==> src/isq_pkg.sv <==
package isq_pkg;
  // ==================================================
  // sizes
  localparam int ISQ_NLVL = 16;
  localparam int ISQ_NSRC = 23;
  localparam int ISQ_LW   = 5;
  localparam int ISQ_AW   = 8;
  localparam int ISQ_CW   = 10;
  localparam int ISQ_FW   = 8;
  localparam int ISQ_NREG = 5;
  typedef logic [ISQ_LW-1:0] isq_lvl_t;
  // ==================================================
  // vectors and stacking
  localparam logic [15:0] ISQ_VEC_SWI   = 16'hfffc;
  localparam logic [15:0] ISQ_HW_PC_ADJ = 16'h0001;
  localparam isq_lvl_t    ISQ_LVL_SWI   = 5'h00;
  localparam int          ISQ_CCR_IBIT  = 3;
  localparam logic [2:0]  ISQ_SL_PCL    = 3'h0;
  localparam logic [2:0]  ISQ_SL_PCH    = 3'h1;
  localparam logic [2:0]  ISQ_SL_X      = 3'h2;
  localparam logic [2:0]  ISQ_SL_A      = 3'h3;
  localparam logic [2:0]  ISQ_SL_CCR    = 3'h4;
  // ==================================================
  // register map
  localparam logic [ISQ_AW-1:0] ISQ_A_CTRL  = 8'h00;
  localparam logic [ISQ_AW-1:0] ISQ_A_FLAGS = 8'h04;
  localparam logic [ISQ_AW-1:0] ISQ_A_PEND  = 8'h08;
  localparam logic [ISQ_AW-1:0] ISQ_A_BRK   = 8'h0c;
  localparam logic [ISQ_AW-1:0] ISQ_A_STAT  = 8'h10;
  localparam int ISQ_R_CTRL = 0;
  localparam int ISQ_R_FLAGS = 1;
  localparam int ISQ_R_PEND = 2;
  localparam int ISQ_R_BRK = 3;
  localparam int ISQ_R_STAT = 4;
  localparam logic [1:0] ISQ_RESP_OKAY   = 2'h0;
  localparam logic [1:0] ISQ_RESP_SLVERR = 2'h2;
  // control fields; both masks set out of reset
  localparam int ISQ_C_EXT_MASK = 0;
  localparam int ISQ_C_CLK_IE   = 1;
  localparam int ISQ_C_CLK_MON  = 2;
  localparam int ISQ_C_TMR_LO   = 3;
  localparam int ISQ_C_TMR_HI   = 8;
  localparam int ISQ_C_KEY_MASK = 9;
  localparam logic [ISQ_CW-1:0] ISQ_CTRL_RST = 10'h201;
  // sticky flag fields
  localparam int ISQ_F_EXT = 0;
  localparam int ISQ_F_CLK = 1;
  localparam int ISQ_F_TMR_LO = 2;
  localparam int ISQ_F_TMR_HI = 7;
  localparam int ISQ_BRK_EN = 16;
  // peripheral flag and enable fields
  localparam int ISQ_SPI_RX  = 0;
  localparam int ISQ_SPI_OVR = 1;
  localparam int ISQ_SPI_MOD = 2;
  localparam int ISQ_SPI_TX  = 3;
  localparam int ISQ_SPE_RX  = 0;
  localparam int ISQ_SPE_ERR = 1;
  localparam int ISQ_SPE_TX  = 2;
  localparam int ISQ_PB_SPI_RX = 8;
  // service level of each source, source 0 in the low bits
  localparam logic [ISQ_NSRC*ISQ_LW-1:0] ISQ_SRC_LVL = {
    5'h10, 5'h0f, 5'h0e, 5'h0d, 5'h0d, 5'h0c, 5'h0c, 5'h0b, 5'h0b, 5'h0b, 5'h0b, 5'h0a,
    5'h09, 5'h09, 5'h09, 5'h08, 5'h07, 5'h06, 5'h05, 5'h04, 5'h03, 5'h02, 5'h01};
  typedef enum logic [2:0] {
    ISQ_IDLE = 3'h0,
    ISQ_PUSH = 3'h1,
    ISQ_VECT = 3'h3,
    ISQ_POP  = 3'h2,
    ISQ_RSTR = 3'h6
  } isq_state_t;

  function automatic logic [ISQ_NSRC-1:0] isq_lvl_mask(input int lvl);
    logic [ISQ_NSRC-1:0] m;
    m = '0;
    for (int s = 0; s < ISQ_NSRC; s++) begin
      m[s] = (ISQ_SRC_LVL[s*ISQ_LW +: ISQ_LW] == isq_lvl_t'(lvl));
    end
    return m;
  endfunction

  function automatic logic [15:0] isq_vector(input isq_lvl_t l);
    return ISQ_VEC_SWI - {10'h000, l, 1'b0};
  endfunction

  function automatic logic [31:0] isq_strb_mask(input logic [3:0] strb);
    return {{8{strb[3]}}, {8{strb[2]}}, {8{strb[1]}}, {8{strb[0]}}};
  endfunction

  function automatic logic [ISQ_NREG-1:0] isq_reg_sel(input logic [ISQ_AW-1:0] a);
    return {a == ISQ_A_STAT, a == ISQ_A_BRK, a == ISQ_A_PEND, a == ISQ_A_FLAGS, a == ISQ_A_CTRL};
  endfunction
endpackage

==> src/isq_prio_enc.sv <==
`timescale 1ns/1ps
module isq_prio_enc
  import isq_pkg::*;
#(
  parameter int NLVL = ISQ_NLVL
) (
  // requests, bit 0 is level 1
  input  wire logic [NLVL-1:0] req,
  // winner
  output logic                 any,
  output isq_lvl_t             lvl
);
  assign any = |req;

  always_comb begin
    lvl = ISQ_LVL_SWI;
    for (int i = NLVL - 1; i >= 0; i--) begin
      if (req[i]) begin
        lvl = isq_lvl_t'(i + 1);
      end
    end
  end
endmodule

==> src/isq_sequencer.sv <==
// Function
// - enter only at an instruction boundary
// - stack context, upper index byte excluded
// - return instruction unstacks the context
// - entry sets the global mask bit
// - latched service is never pre-empted
// - load pc from the level's vector
// - maskable requests checked only when unmasked
// - lowest level number served first
// - pending request taken right after return
// - software trap is non-maskable, level 0
// - hardware stacks pc-1, trap stacks pc
// - mask gates all but software trap
// - break address forces a software trap
// - low pin latches level 1 request
// - monitored clock loss sets level 2 flag
// - timer wrap sets rollover flag
// - channel event sets channel flag
// - readable pending bit per level 1-16
//
// The AXI4-Lite interface to the registers and the register offsets are this design's own decisions.
`timescale 1ns/1ps
module isq_sequencer
  import isq_pkg::*;
(
  // clock and reset
  input  wire logic                    sys_clk,
  input  wire logic                    rst,
  // axi4-lite slave
  input  wire logic [isq_pkg::ISQ_AW-1:0] awaddr,
  input  wire logic                    awvalid,
  output logic                         awready,
  input  wire logic [31:0]             wdata,
  input  wire logic [3:0]              wstrb,
  input  wire logic                    wvalid,
  output logic                         wready,
  output logic [1:0]                   bresp,
  output logic                         bvalid,
  input  wire logic                    bready,
  input  wire logic [isq_pkg::ISQ_AW-1:0] araddr,
  input  wire logic                    arvalid,
  output logic                         arready,
  output logic [31:0]                  rdata,
  output logic [1:0]                   rresp,
  output logic                         rvalid,
  input  wire logic                    rready,
  // request sources
  input  wire logic                    ext_req_n,
  input  wire logic                    clock_lost,
  input  wire logic                    t1_wrap,
  input  wire logic                    t1_ch0_event,
  input  wire logic                    t1_ch1_event,
  input  wire logic                    t2_wrap,
  input  wire logic                    t2_ch0_event,
  input  wire logic                    t2_ch1_event,
  input  wire logic [3:0]              spi_flag,
  input  wire logic [2:0]              spi_irq_en,
  input  wire logic [7:0]              sci_flag,
  input  wire logic [7:0]              sci_irq_en,
  input  wire logic                    keypad_flag,
  input  wire logic                    conversion_done_flag,
  input  wire logic                    conversion_irq_enable,
  input  wire logic                    tick_rollover_flag,
  input  wire logic                    tick_irq_enable,
  // cpu core side
  input  wire logic                    instr_done,
  input  wire logic                    swi_instr,
  input  wire logic                    rti_instr,
  input  wire logic [15:0]             cpu_pc,
  input  wire logic [7:0]              cpu_x_lo,
  input  wire logic [7:0]              cpu_acc,
  input  wire logic [7:0]              cpu_ccr,
  input  wire logic                    fetch_valid,
  input  wire logic [15:0]             fetch_addr,
  input  wire logic [7:0]              pop_data,
  output logic                         cpu_hold,
  output logic                         push_valid,
  output logic [7:0]                   push_data,
  output logic                         pop_req,
  output logic                         set_imask,
  output logic                         vector_valid,
  output logic [15:0]                  vector_addr,
  output logic                         resume_valid,
  output logic [15:0]                  resume_pc,
  output logic [7:0]                   resume_x_lo,
  output logic [7:0]                   resume_acc,
  output logic [7:0]                   resume_ccr
);
  import isq_pkg::*;

  // ==================================================
  // registers and state
  logic [ISQ_CW-1:0]    ctrl;
  logic [ISQ_FW-1:0]    flags;
  logic [ISQ_BRK_EN:0]  brk;
  logic                 brk_hit;
  isq_state_t           state;
  logic [2:0]           cnt;
  isq_lvl_t             act_lvl;
  logic                 lat_swi;
  logic [15:0]          stk_pc;
  logic [7:0]           stk_x;
  logic [7:0]           stk_a;
  logic [7:0]           stk_ccr;
  logic [ISQ_AW-1:0]    aw_q;
  logic [31:0]          wd_q;
  logic [3:0]           ws_q;

  // ==================================================
  // request combining
  wire logic [ISQ_NLVL-1:0] pend;
  wire logic                pend_any;
  isq_lvl_t                 enc_lvl;
  wire logic [3:0]          spi_en4 = {spi_irq_en[ISQ_SPE_TX], spi_irq_en[ISQ_SPE_ERR],
                                       spi_irq_en[ISQ_SPE_ERR], spi_irq_en[ISQ_SPE_RX]};
  wire logic [ISQ_NSRC-1:0] src_flag = {tick_rollover_flag, conversion_done_flag, keypad_flag,
                                        sci_flag, spi_flag, flags};
  wire logic [ISQ_NSRC-1:0] src_en = {tick_irq_enable, conversion_irq_enable, ~ctrl[ISQ_C_KEY_MASK],
                                      sci_irq_en, spi_en4, ctrl[ISQ_C_TMR_HI:ISQ_C_TMR_LO],
                                      ctrl[ISQ_C_CLK_IE], ~ctrl[ISQ_C_EXT_MASK]};

  isq_src_merge #(
    .NLVL (ISQ_NLVL),
    .NSRC (ISQ_NSRC)
  ) u_merge (
    .src_flag (src_flag),
    .src_en   (src_en),
    .pend     (pend)
  );

  isq_prio_enc #(
    .NLVL (ISQ_NLVL)
  ) u_enc (
    .req (pend),
    .any (pend_any),
    .lvl (enc_lvl)
  );

  // ==================================================
  // register bus decode
  wire logic [ISQ_NREG-1:0] wsel  = isq_reg_sel(aw_q);
  wire logic [ISQ_NREG-1:0] rsel  = isq_reg_sel(araddr);
  wire logic [31:0]         wmask = isq_strb_mask(ws_q);
  wire logic                do_wr = ~awready & ~wready & ~bvalid;
  wire logic                wr_ok = wsel[ISQ_R_CTRL] | wsel[ISQ_R_FLAGS] | wsel[ISQ_R_BRK];
  wire logic                rd_go = arvalid & arready;
  wire logic [31:0]         wr_val = wd_q & wmask;
  wire logic [31:0]         st_word = {22'h000000, cpu_hold, lat_swi, act_lvl, state};
  wire logic [31:0]         rd_mux = rsel[ISQ_R_CTRL]  ? {22'h000000, ctrl} :
                                     rsel[ISQ_R_FLAGS] ? {24'h000000, flags} :
                                     rsel[ISQ_R_PEND]  ? {15'h0000, pend, 1'b0} :
                                     rsel[ISQ_R_BRK]   ? {15'h0000, brk} :
                                     rsel[ISQ_R_STAT]  ? st_word : 32'h00000000;
  wire logic [ISQ_CW-1:0]   next_ctrl = (ctrl & ~wmask[ISQ_CW-1:0]) | wr_val[ISQ_CW-1:0];
  wire logic [ISQ_BRK_EN:0] next_brk  = (brk & ~wmask[ISQ_BRK_EN:0]) | wr_val[ISQ_BRK_EN:0];

  always_ff @(posedge sys_clk) begin
    if (rst) begin
      awready <= 1'b1;
      wready  <= 1'b1;
      bvalid  <= 1'b0;
      bresp   <= ISQ_RESP_OKAY;
      aw_q    <= '0;
      wd_q    <= '0;
      ws_q    <= '0;
    end else begin
      if (awvalid && awready) begin
        awready <= 1'b0;
        aw_q    <= awaddr;
      end
      if (wvalid && wready) begin
        wready <= 1'b0;
        wd_q   <= wdata;
        ws_q   <= wstrb;
      end
      if (do_wr) begin
        bvalid <= 1'b1;
        bresp  <= wr_ok ? ISQ_RESP_OKAY : ISQ_RESP_SLVERR;
      end
      if (bvalid && bready) begin
        bvalid  <= 1'b0;
        awready <= 1'b1;
        wready  <= 1'b1;
      end
    end
  end

  always_ff @(posedge sys_clk) begin
    if (rst) begin
      arready <= 1'b1;
      rvalid  <= 1'b0;
      rdata   <= '0;
      rresp   <= ISQ_RESP_OKAY;
    end else if (rd_go) begin
      arready <= 1'b0;
      rvalid  <= 1'b1;
      rdata   <= rd_mux;
      rresp   <= (|rsel) ? ISQ_RESP_OKAY : ISQ_RESP_SLVERR;
    end else if (rvalid && rready) begin
      rvalid  <= 1'b0;
      arready <= 1'b1;
    end
  end

  // ==================================================
  // sticky flags; a set in the clearing cycle wins
  // low pin latches
  wire logic              ext_set = ~ext_req_n;
  wire logic              clk_set = clock_lost & ctrl[ISQ_C_CLK_MON];
  wire logic [5:0]        tmr_set = {t2_wrap, t2_ch1_event, t2_ch0_event, t1_wrap, t1_ch1_event, t1_ch0_event};
  wire logic [ISQ_FW-1:0] flag_set = {tmr_set, clk_set, ext_set};
  wire logic [ISQ_FW-1:0] flag_clr = (do_wr & wsel[ISQ_R_FLAGS]) ? wr_val[ISQ_FW-1:0] : '0;
  wire logic [ISQ_FW-1:0] next_flags = (flags & ~flag_clr) | flag_set;

  wire logic brk_match = fetch_valid & brk[ISQ_BRK_EN] & (fetch_addr == brk[ISQ_BRK_EN-1:0]);

  // ==================================================
  // sequencing
  // software trap ignores the mask
  wire logic take_swi  = swi_instr | brk_hit;
  wire logic take_hw   = pend_any & ~cpu_ccr[ISQ_CCR_IBIT];
  wire logic boundary  = (state == ISQ_IDLE) & instr_done;
  wire logic swi_taken = boundary & ~rti_instr & take_swi;
  wire logic chain     = pend_any & ~resume_ccr[ISQ_CCR_IBIT];
  wire logic [15:0] hw_pc = cpu_pc - ISQ_HW_PC_ADJ;
  wire logic [2:0]  pop_slot = ISQ_SL_CCR - cnt;
  wire logic        next_brk_hit = brk_match | (brk_hit & ~swi_taken);

  isq_state_t  next_state;
  logic [2:0]  next_cnt;
  isq_lvl_t    next_lvl;
  logic        next_swi;
  logic [15:0] next_pc;
  logic [7:0]  next_x;
  logic [7:0]  next_a;
  logic [7:0]  next_ccr;

  always_comb begin
    next_state = state;
    next_cnt   = cnt;
    next_lvl   = act_lvl;
    next_swi   = lat_swi;
    next_pc    = stk_pc;
    next_x     = stk_x;
    next_a     = stk_a;
    next_ccr   = stk_ccr;
    unique case (state)
      ISQ_IDLE: begin
        if (boundary && rti_instr) begin
          next_state = ISQ_POP;
          next_cnt   = ISQ_SL_PCL;
        end else if (boundary && (take_swi || take_hw)) begin
          next_state = ISQ_PUSH;
          next_cnt   = ISQ_SL_PCL;
          next_swi   = take_swi;
          next_lvl   = take_swi ? ISQ_LVL_SWI : enc_lvl;
          next_pc    = take_swi ? cpu_pc : hw_pc;
          next_x     = cpu_x_lo;
          next_a     = cpu_acc;
          next_ccr   = cpu_ccr;
        end
      end
      // level held until the vector is out
      ISQ_PUSH: begin
        if (cnt == ISQ_SL_CCR) begin
          next_state = ISQ_VECT;
        end else begin
          next_cnt = 3'(cnt + 3'h1);
        end
      end
      ISQ_VECT: begin
        next_state = ISQ_IDLE;
      end
      ISQ_POP: begin
        if (cnt == ISQ_SL_CCR) begin
          next_state = ISQ_RSTR;
        end else begin
          next_cnt = 3'(cnt + 3'h1);
        end
      end
      ISQ_RSTR: begin
        if (chain) begin
          next_state = ISQ_PUSH;
          next_cnt   = ISQ_SL_PCL;
          next_swi   = 1'b0;
          next_lvl   = enc_lvl;
          next_pc    = resume_pc;
          next_x     = resume_x_lo;
          next_a     = resume_acc;
          next_ccr   = resume_ccr;
        end else begin
          next_state = ISQ_IDLE;
        end
      end
    endcase
  end

  // push order, upper index byte never stacked
  wire logic [7:0] next_push_data = (next_cnt == ISQ_SL_PCL) ? next_pc[7:0] :
                                    (next_cnt == ISQ_SL_PCH) ? next_pc[15:8] :
                                    (next_cnt == ISQ_SL_X)   ? next_x :
                                    (next_cnt == ISQ_SL_A)   ? next_a : next_ccr;

  always_ff @(posedge sys_clk) begin
    if (rst) begin
      ctrl    <= ISQ_CTRL_RST;
      flags   <= '0;
      brk     <= '0;
      brk_hit <= 1'b0;
    end else begin
      flags   <= next_flags;
      brk_hit <= next_brk_hit;
      if (do_wr && wsel[ISQ_R_CTRL]) begin
        ctrl <= next_ctrl;
      end
      if (do_wr && wsel[ISQ_R_BRK]) begin
        brk <= next_brk;
      end
    end
  end

  always_ff @(posedge sys_clk) begin
    if (rst) begin
      state   <= ISQ_IDLE;
      cnt     <= '0;
      act_lvl <= ISQ_LVL_SWI;
      lat_swi <= 1'b0;
      stk_pc  <= '0;
      stk_x   <= '0;
      stk_a   <= '0;
      stk_ccr <= '0;
    end else begin
      state   <= next_state;
      cnt     <= next_cnt;
      act_lvl <= next_lvl;
      lat_swi <= next_swi;
      stk_pc  <= next_pc;
      stk_x   <= next_x;
      stk_a   <= next_a;
      stk_ccr <= next_ccr;
    end
  end

  // mask set and vector with entry
  always_ff @(posedge sys_clk) begin
    if (rst) begin
      cpu_hold     <= 1'b0;
      push_valid   <= 1'b0;
      push_data    <= '0;
      pop_req      <= 1'b0;
      set_imask    <= 1'b0;
      vector_valid <= 1'b0;
      vector_addr  <= '0;
      resume_valid <= 1'b0;
    end else begin
      cpu_hold     <= (next_state != ISQ_IDLE);
      push_valid   <= (next_state == ISQ_PUSH);
      push_data    <= next_push_data;
      pop_req      <= (next_state == ISQ_POP);
      set_imask    <= (next_state == ISQ_VECT);
      vector_valid <= (next_state == ISQ_VECT);
      vector_addr  <= isq_vector(next_lvl);
      resume_valid <= (next_state == ISQ_RSTR);
    end
  end

  always_ff @(posedge sys_clk) begin
    if (rst) begin
      resume_pc   <= '0;
      resume_x_lo <= '0;
      resume_acc  <= '0;
      resume_ccr  <= '0;
    end else if (state == ISQ_POP) begin
      if (pop_slot == ISQ_SL_CCR) resume_ccr <= pop_data;
      if (pop_slot == ISQ_SL_A) resume_acc <= pop_data;
      if (pop_slot == ISQ_SL_X) resume_x_lo <= pop_data;
      if (pop_slot == ISQ_SL_PCH) resume_pc[15:8] <= pop_data;
      if (pop_slot == ISQ_SL_PCL) resume_pc[7:0] <= pop_data;
    end
  end
endmodule

==> src/isq_src_merge.sv <==
`timescale 1ns/1ps
module isq_src_merge
  import isq_pkg::*;
#(
  parameter int NLVL = ISQ_NLVL,
  parameter int NSRC = ISQ_NSRC
) (
  // sources
  input  wire logic [NSRC-1:0] src_flag,
  input  wire logic [NSRC-1:0] src_en,
  // one bit per level, bit 0 is level 1
  output logic      [NLVL-1:0] pend
);
  wire logic [NSRC-1:0] live = src_flag & src_en;

  genvar l;
  generate
    for (l = 0; l < NLVL; l++) begin : g_lvl
      assign pend[l] = |(live & isq_lvl_mask(l + 1));
    end
  endgenerate
endmodule

==> config.mk <==
export PLATFORM = sky130hd
export DESIGN_NAME = isq_sequencer
export DESIGN_NICKNAME = d
export VERILOG_FILES = /design/src/isq_pkg.sv /design/src/isq_prio_enc.sv /design/src/isq_sequencer.sv /design/src/isq_src_merge.sv
export SDC_FILE = /design/constraint.sdc
export NUM_CORES = 1
export LEC_CHECK = 0
export BUFFER_PORTS_ARGS = -buffer_cell sky130_fd_sc_hd__clkbuf_2
export CAP_MARGIN = 20
export CORE_ASPECT_RATIO = 1.4
export CORE_MARGIN = 4
export CORE_UTILIZATION = 52
export CTS_CLUSTER_SIZE = 40
export DETAILED_ROUTE_END_ITERATION = 8
export PLACE_DENSITY = 0.81
export SYNTH_ARGS = -nofsm -noshare
export SYNTH_HDL_FRONTEND = slang
export SYNTH_SLANG_ARGS = --single-unit
==> constraint.sdc <==
create_clock -name sys_clk -period 3.7 [get_ports sys_clk]
set_clock_uncertainty 0.1 [all_clocks]
set_input_delay 0.37 -clock sys_clk [delete_from_list [all_inputs] [get_ports sys_clk]]
set_output_delay 0.37 -clock sys_clk [all_outputs]
set_load 0.005 [all_outputs]
Yosys cells after proc, flatten, opt, wreduce, memory -nomap -nowiden --
Cells that the tools add are included.
Word-level totals: bits of input ports 163, logic and storage cells 203, output and inout port bits 111, register bits 226
Operators by class: equality and inequality tests 26, add/sub/neg operators 4, reductions and logical operators 31, mux-type cells 69, bitwise gates (word level) 38
Operators by type and width (count):
- $mux 8 | 14
- $mux 5 | 20
- $mux 17 | 4
- $mux 16 | 4
- $pmux 8 s2 | 3
- $and 17x17->17 | 2
- $pmux 16 s2 | 1
- $eq 3x2->1 const B | 8
- $eq 8x4->1 const B | 3
- $mux 3 | 8
- $and 23x23->23 | 1
- $reduce_or 23->1 | 1
- $not 17->17 | 1
- $or 17x17->17 | 1
- $eq 16x16->1 | 1
- $eq 8x3->1 const B | 2
- $logic_not 8->1 | 2
- $sub 16x1->16 const B | 1
- $pmux 3 s5 | 1
- $and 1x1->1 | 13
- $eq 3x1->1 const B | 4
- $eq 3x3->1 const B | 4
- $and 10x10->10 | 1
- $mux 10 | 1
- 29 further kinds | 67

Depth between registers and ports, before layout --
word-level depth 23, depth in mapped cells 13, depth with buffers taken out 11

Hierarchy --
Synthesis repeated with hierarchy kept, for this count alone.
Second synthesis, totals: cells, all modules 1150, area, all modules 9322.7 um^2
Modules (own cells, without submodules):
- isq_sequencer | area an instance 9011.1 um^2, cells an instance 1099, times used 1
- isq_prio_enc | area an instance 186.4 um^2, cells an instance 32, times used 1
- isq_src_merge | area an instance 125.1 um^2, cells an instance 19, times used 1

Worst setup path before layout --
Ideal clock, no wire load.
path type input port to flip-flop, start point input sci_flag[4], end point register vector_addr[5], buffers on the path 2, cell stages on the path 12, arrival 2.584 ns, slack 0.888 ns, required time 3.472 ns, library setup time 0.128 ns, path through a22o_4 > nor4b_4 > or4b_1 > buf_6 > o21ai_1 > buf_2 > a32oi_1 > inv_1 > ha_1 > nor3b_2 > xnor2_1 > nor2_1
On the way: word-level cells in the longest chain between the ends 19, elaborated cells on any way between the ends 25
Ends and longest elaborated chain:
- start, declared | RTL line isq_sequencer.sv:58 | input wire logic [7:0] sci_flag,
- $and 23x23->23 (*) | RTL line isq_src_merge.sv:14 | wire logic [NSRC-1:0] live = src_flag & src_en;
- $reduce_or 2->1 | RTL line isq_src_merge.sv:19 | assign pend[l] = |(live & isq_lvl_mask(l + 1));
- $mux 5 (12 in series) | RTL line isq_prio_enc.sv:18 | if (req[i]) begin
- $mux 5 | RTL line isq_sequencer.sv:256 | next_lvl = take_swi ? ISQ_LVL_SWI : enc_lvl;
- $mux 5 | RTL line isq_sequencer.sv:252 | end else if (boundary && (take_swi || take_hw)) begin
- $mux 5 | RTL line isq_sequencer.sv:249 | if (boundary && rti_instr) begin
- $pmux 5 s2 (*) | RTL line isq_sequencer.sv:247 | unique case (state)
- via next_lvl[1] | RTL line isq_sequencer.sv:231 | isq_lvl_t next_lvl;
- $sub 3x7->8 (*) | RTL line isq_pkg.sv:82 | return ISQ_VEC_SWI - {10'h000, l, 1'b0};
- end signal, assigned | RTL line isq_sequencer.sv:362 | vector_addr <= isq_vector(next_lvl);
- end, declared | RTL line isq_sequencer.sv:82 | output logic [15:0] vector_addr,
Mark *: on every way through the listed nets, which the timed path passes. The rest lies on a longest branch. A chain may end at the register's enable or synchronous reset.

==> results.sh <==
export IMPL_status="finished, final reports clean"
export IMPL_maxCapViolCount=0
export IMPL_layout_area_overhead_vs_synth_pct=19.8
export IMPL_final_common_cell="sky130_fd_sc_hd__clkbuf_2"
export IMPL_synthArstFlopShare_pct=0
export IMPL_clkPwrFrac_pct=38.3
export IMPL_floorplan_io_pins=274
export IMPL_routed_len_inst_um=18.0
export IMPL_worst_r2r_path_depth=9
export IMPL_crit_path_end_kind="register"
export IMPL_synth_ff_latch_count=199
export IMPL_worst_pin_slew_ns=0.964
export IMPL_sequentialPowerShare_pct=48.6
export IMPL_final_design_area_no_fill_sq_um=10900
export IMPL_vias_per_cell=5.77
export IMPL_final_cell_mix="sky130_fd_sc_hd__clkbuf_2, sky130_fd_sc_hd__dfxtp_1, sky130_fd_sc_hd__nand2_1"
export IMPL_tritoncts="built"
export IMPL_yosysTopAreaCellShare_pct=43.7
export IMPL_fin_nets=1476
export IMPL_timing_fmax_ghz=0.310
export IMPL_drt_total_wl_um=27900
export IMPL_netSwitchingPower_mw=1.34
export IMPL_syn_cell_area_sq_um=9120
export IMPL_ys_seq_area_share_pct=43.7
export IMPL_yosysUniqueCellTypes=67
export IMPL_cts_root_buf="sky130_fd_sc_hd__clkbuf_16"
export IMPL_holdPathStages=3
export IMPL_clock_latency_late_sink_ns=0.45
export IMPL_ys_top_cells_by_area="sky130_fd_sc_hd__dfxtp_1, sky130_fd_sc_hd__nand2_1, sky130_fd_sc_hd__a21oi_1"
export IMPL_synth_largest_area_cell="sky130_fd_sc_hd__dfxtp_1"
export IMPL_floorplan_initialDensity_pct=52.6
export IMPL_portion_of_total_power_attributed_to_combinational_logic_pct=13.1
export IMPL_fp_row_count=57
export IMPL_grt_pass1_wl_um=43300
export IMPL_ctsResizeCount=0
export IMPL_die_height_um=165
export IMPL_cp_slowest_cell="sky130_fd_sc_hd__or4b_1"
export IMPL_report_final_setup_viol=0
export IMPL_globalRouteTotalUtil_pct=27.9
export IMPL_grt_overflow_total=0
export IMPL_p_sw_share_pct=28.4
export IMPL_tritoncts_num_buffers=17
export IMPL_clock_sinks=199
export IMPL_p_int_mw=3.38
export IMPL_syn_area_per_cell_sq_um=8.26
export IMPL_cts_hold_buffers_added=1
export IMPL_worst_endpoint_required_ns=3.94
export IMPL_yosys_warnings=0
export IMPL_antenna_diode_count=0
export IMPL_max_vdd_ir_drop_mv=0.271
export IMPL_slew_headroom_pct=35.5
export IMPL_delay_contributed_by_the_slowest_stage_of_the_critical_path_ns=0.66
export IMPL_final_hold_viol_count=0
export IMPL_cts_clk_slew_worst_paths_ns=0.08
export IMPL_design_die_area_sq_um=19800
export IMPL_slew_violations=0
export IMPL_postCtsSetupRepairBufs=0
export IMPL_place_gp_congestion=0.928
export IMPL_grt_pass1_vias=8545
export IMPL_longest_clk_path_bufs=2
export IMPL_min_period_over_period_pct=87.1
export IMPL_io_buffer_count=239
export IMPL_period_needed_ns=3.22
export IMPL_fin_setup_tns_ns=0
export IMPL_chipWidth_um=120
export IMPL_h_tree_depth=4
export IMPL_core_sq_um=17300
export IMPL_critical_path_startpoint_type="register"
export IMPL_synth_main_ff_cell="sky130_fd_sc_hd__dfxtp_1"
export IMPL_dp_final_hpwl_um=21200
export IMPL_postPlaceCellArea_sq_um=10300
export IMPL_timing_hold_worst_class="in -> reg"
export IMPL_crit_chain="nor2b_1 > nor4b_4 > or4b_1 > o21ai_1 > buf_4 > nor2_1 > a221oi_1 > a22oi_1 > o211a_1"
export IMPL_drc=0
export IMPL_antenna_left=0
export IMPL_worstSetupPathType="reg -> reg"
export IMPL_num_vias=8964
export IMPL_p_per_area_nw_per_um2=432
export IMPL_drt_pre_antenna_iters=6
export IMPL_cells_after_synth=1104
export IMPL_rsz0062_at_grt="no"
export IMPL_power_leakage_nw=4.65
export IMPL_critical_path_arrival_ns=3.46
export IMPL_drt_iter0_markers=851
export IMPL_grt_start_max_net_pins=94
export IMPL_drive_above_1_share_pct=23.1
export IMPL_utilization_pct=63.0
export IMPL_synth_edff_count=0
export IMPL_grt_antenna_before_repair=0
export IMPL_worst_path_max_fanout=15
through the flow:
stage                     worst slack, ns  power [mW]  cells  hold slack (ns)
after floorplan                     0.888        2.71   1121            0.332
after global placement              0.330        2.94   1521            0.341
after detailed placement            0.245        2.96   1521            0.347
after CTS                           0.489        4.72   1554           0.0276
after global routing                0.301        4.89   1554           0.0433
final                               0.478        4.72   1554           0.0242
cell usage after synthesis (9+ instances only):
cell type and instances:
sky130_fd_sc_hd__a211oi_1 9, sky130_fd_sc_hd__a21oi_1 112, sky130_fd_sc_hd__a221oi_1 12, sky130_fd_sc_hd__a222oi_1 20
sky130_fd_sc_hd__a22oi_1 31, sky130_fd_sc_hd__buf_4 30, sky130_fd_sc_hd__clkbuf_1 44, sky130_fd_sc_hd__dfxtp_1 199
sky130_fd_sc_hd__inv_1 17, sky130_fd_sc_hd__mux2i_1 34, sky130_fd_sc_hd__nand2_1 165, sky130_fd_sc_hd__nand2b_1 10
sky130_fd_sc_hd__nand3_1 63, sky130_fd_sc_hd__nor2_1 144, sky130_fd_sc_hd__nor3_1 24, sky130_fd_sc_hd__o211a_1 10
sky130_fd_sc_hd__o211ai_1 14, sky130_fd_sc_hd__o21ai_0 17, sky130_fd_sc_hd__xnor2_1 19, sky130_fd_sc_hd__xor2_1 11
area by class of cell:
cell class              instances  area, sq um
clock buffers                  18          429
inverters                      17         63.8
clock inverters                14          140
fillers                      1582         6410
multi-input cells             813         4640
flip-flops and latches        199         3980
repair buffers                257         1370
well taps                     236          295
cells by family (layout without fill, tap and decap cells):
| kind of cell | Yosys count | count (layout) | synth area share (%) |
|---|---|---|---|
| multiplexers | 36 | 36 | 3.98 |
| XOR/XNOR | 30 | 30 | 2.88 |
| adder cells (fa/ha/maj) | 8 | 8 | 1.10 |
| buffers and inverters | 109 | 306 | 6.35 |
| AND/OR/NAND/NOR | 454 | 454 | 22.2 |
| AO/OA/AOI/OAI | 267 | 267 | 19.8 |
| other | 1 | 18 | 0.0411 |
| flip-flops | 199 | 199 | 43.7 |
worst max-delay path: cells and delay by family (launching register included):
family	cells	cell delay, ns
AOI/OAI and AO/OA	4	1.10
buffers and inverters	1	0.30
DFF	1	0.45
and+or+nand+nor	4	1.17
worst paths after layout:
path | slack [ns] | start | endpoint
max reg2reg | 0.48 | register | push_data[0]
max | 0.48 | register | push_data[0]
min | 0.02 | t1_wrap | flags[4]
min reg2reg | 0.36 | aw_q[6] | aw_q[6]
metal layers:
metal / up-vias / share of wire, % / GRT usage [%]
met2: 408 / 53 / 51.3
met3: 83 / 7.0 / 6.20
met1: 4198 / 36 / 29.4
met5: - / 0 / 0
met4: 0 / 4.9 / 14.9
li1: 4275 / - / -
power groups by stage:
stage | clock network (mW) | logic (mW) | registers [mW]
2_1_floorplan | 0 | 0.392 | 2.32
3_3_place_gp | 0 | 0.601 | 2.34
3_5_place_dp | 0 | 0.613 | 2.34
4_1_cts | 1.81 | 0.618 | 2.29
5_1_grt | 1.90 | 0.683 | 2.30
6_report | 1.81 | 0.620 | 2.29
(Power assumes the default switching activity.)
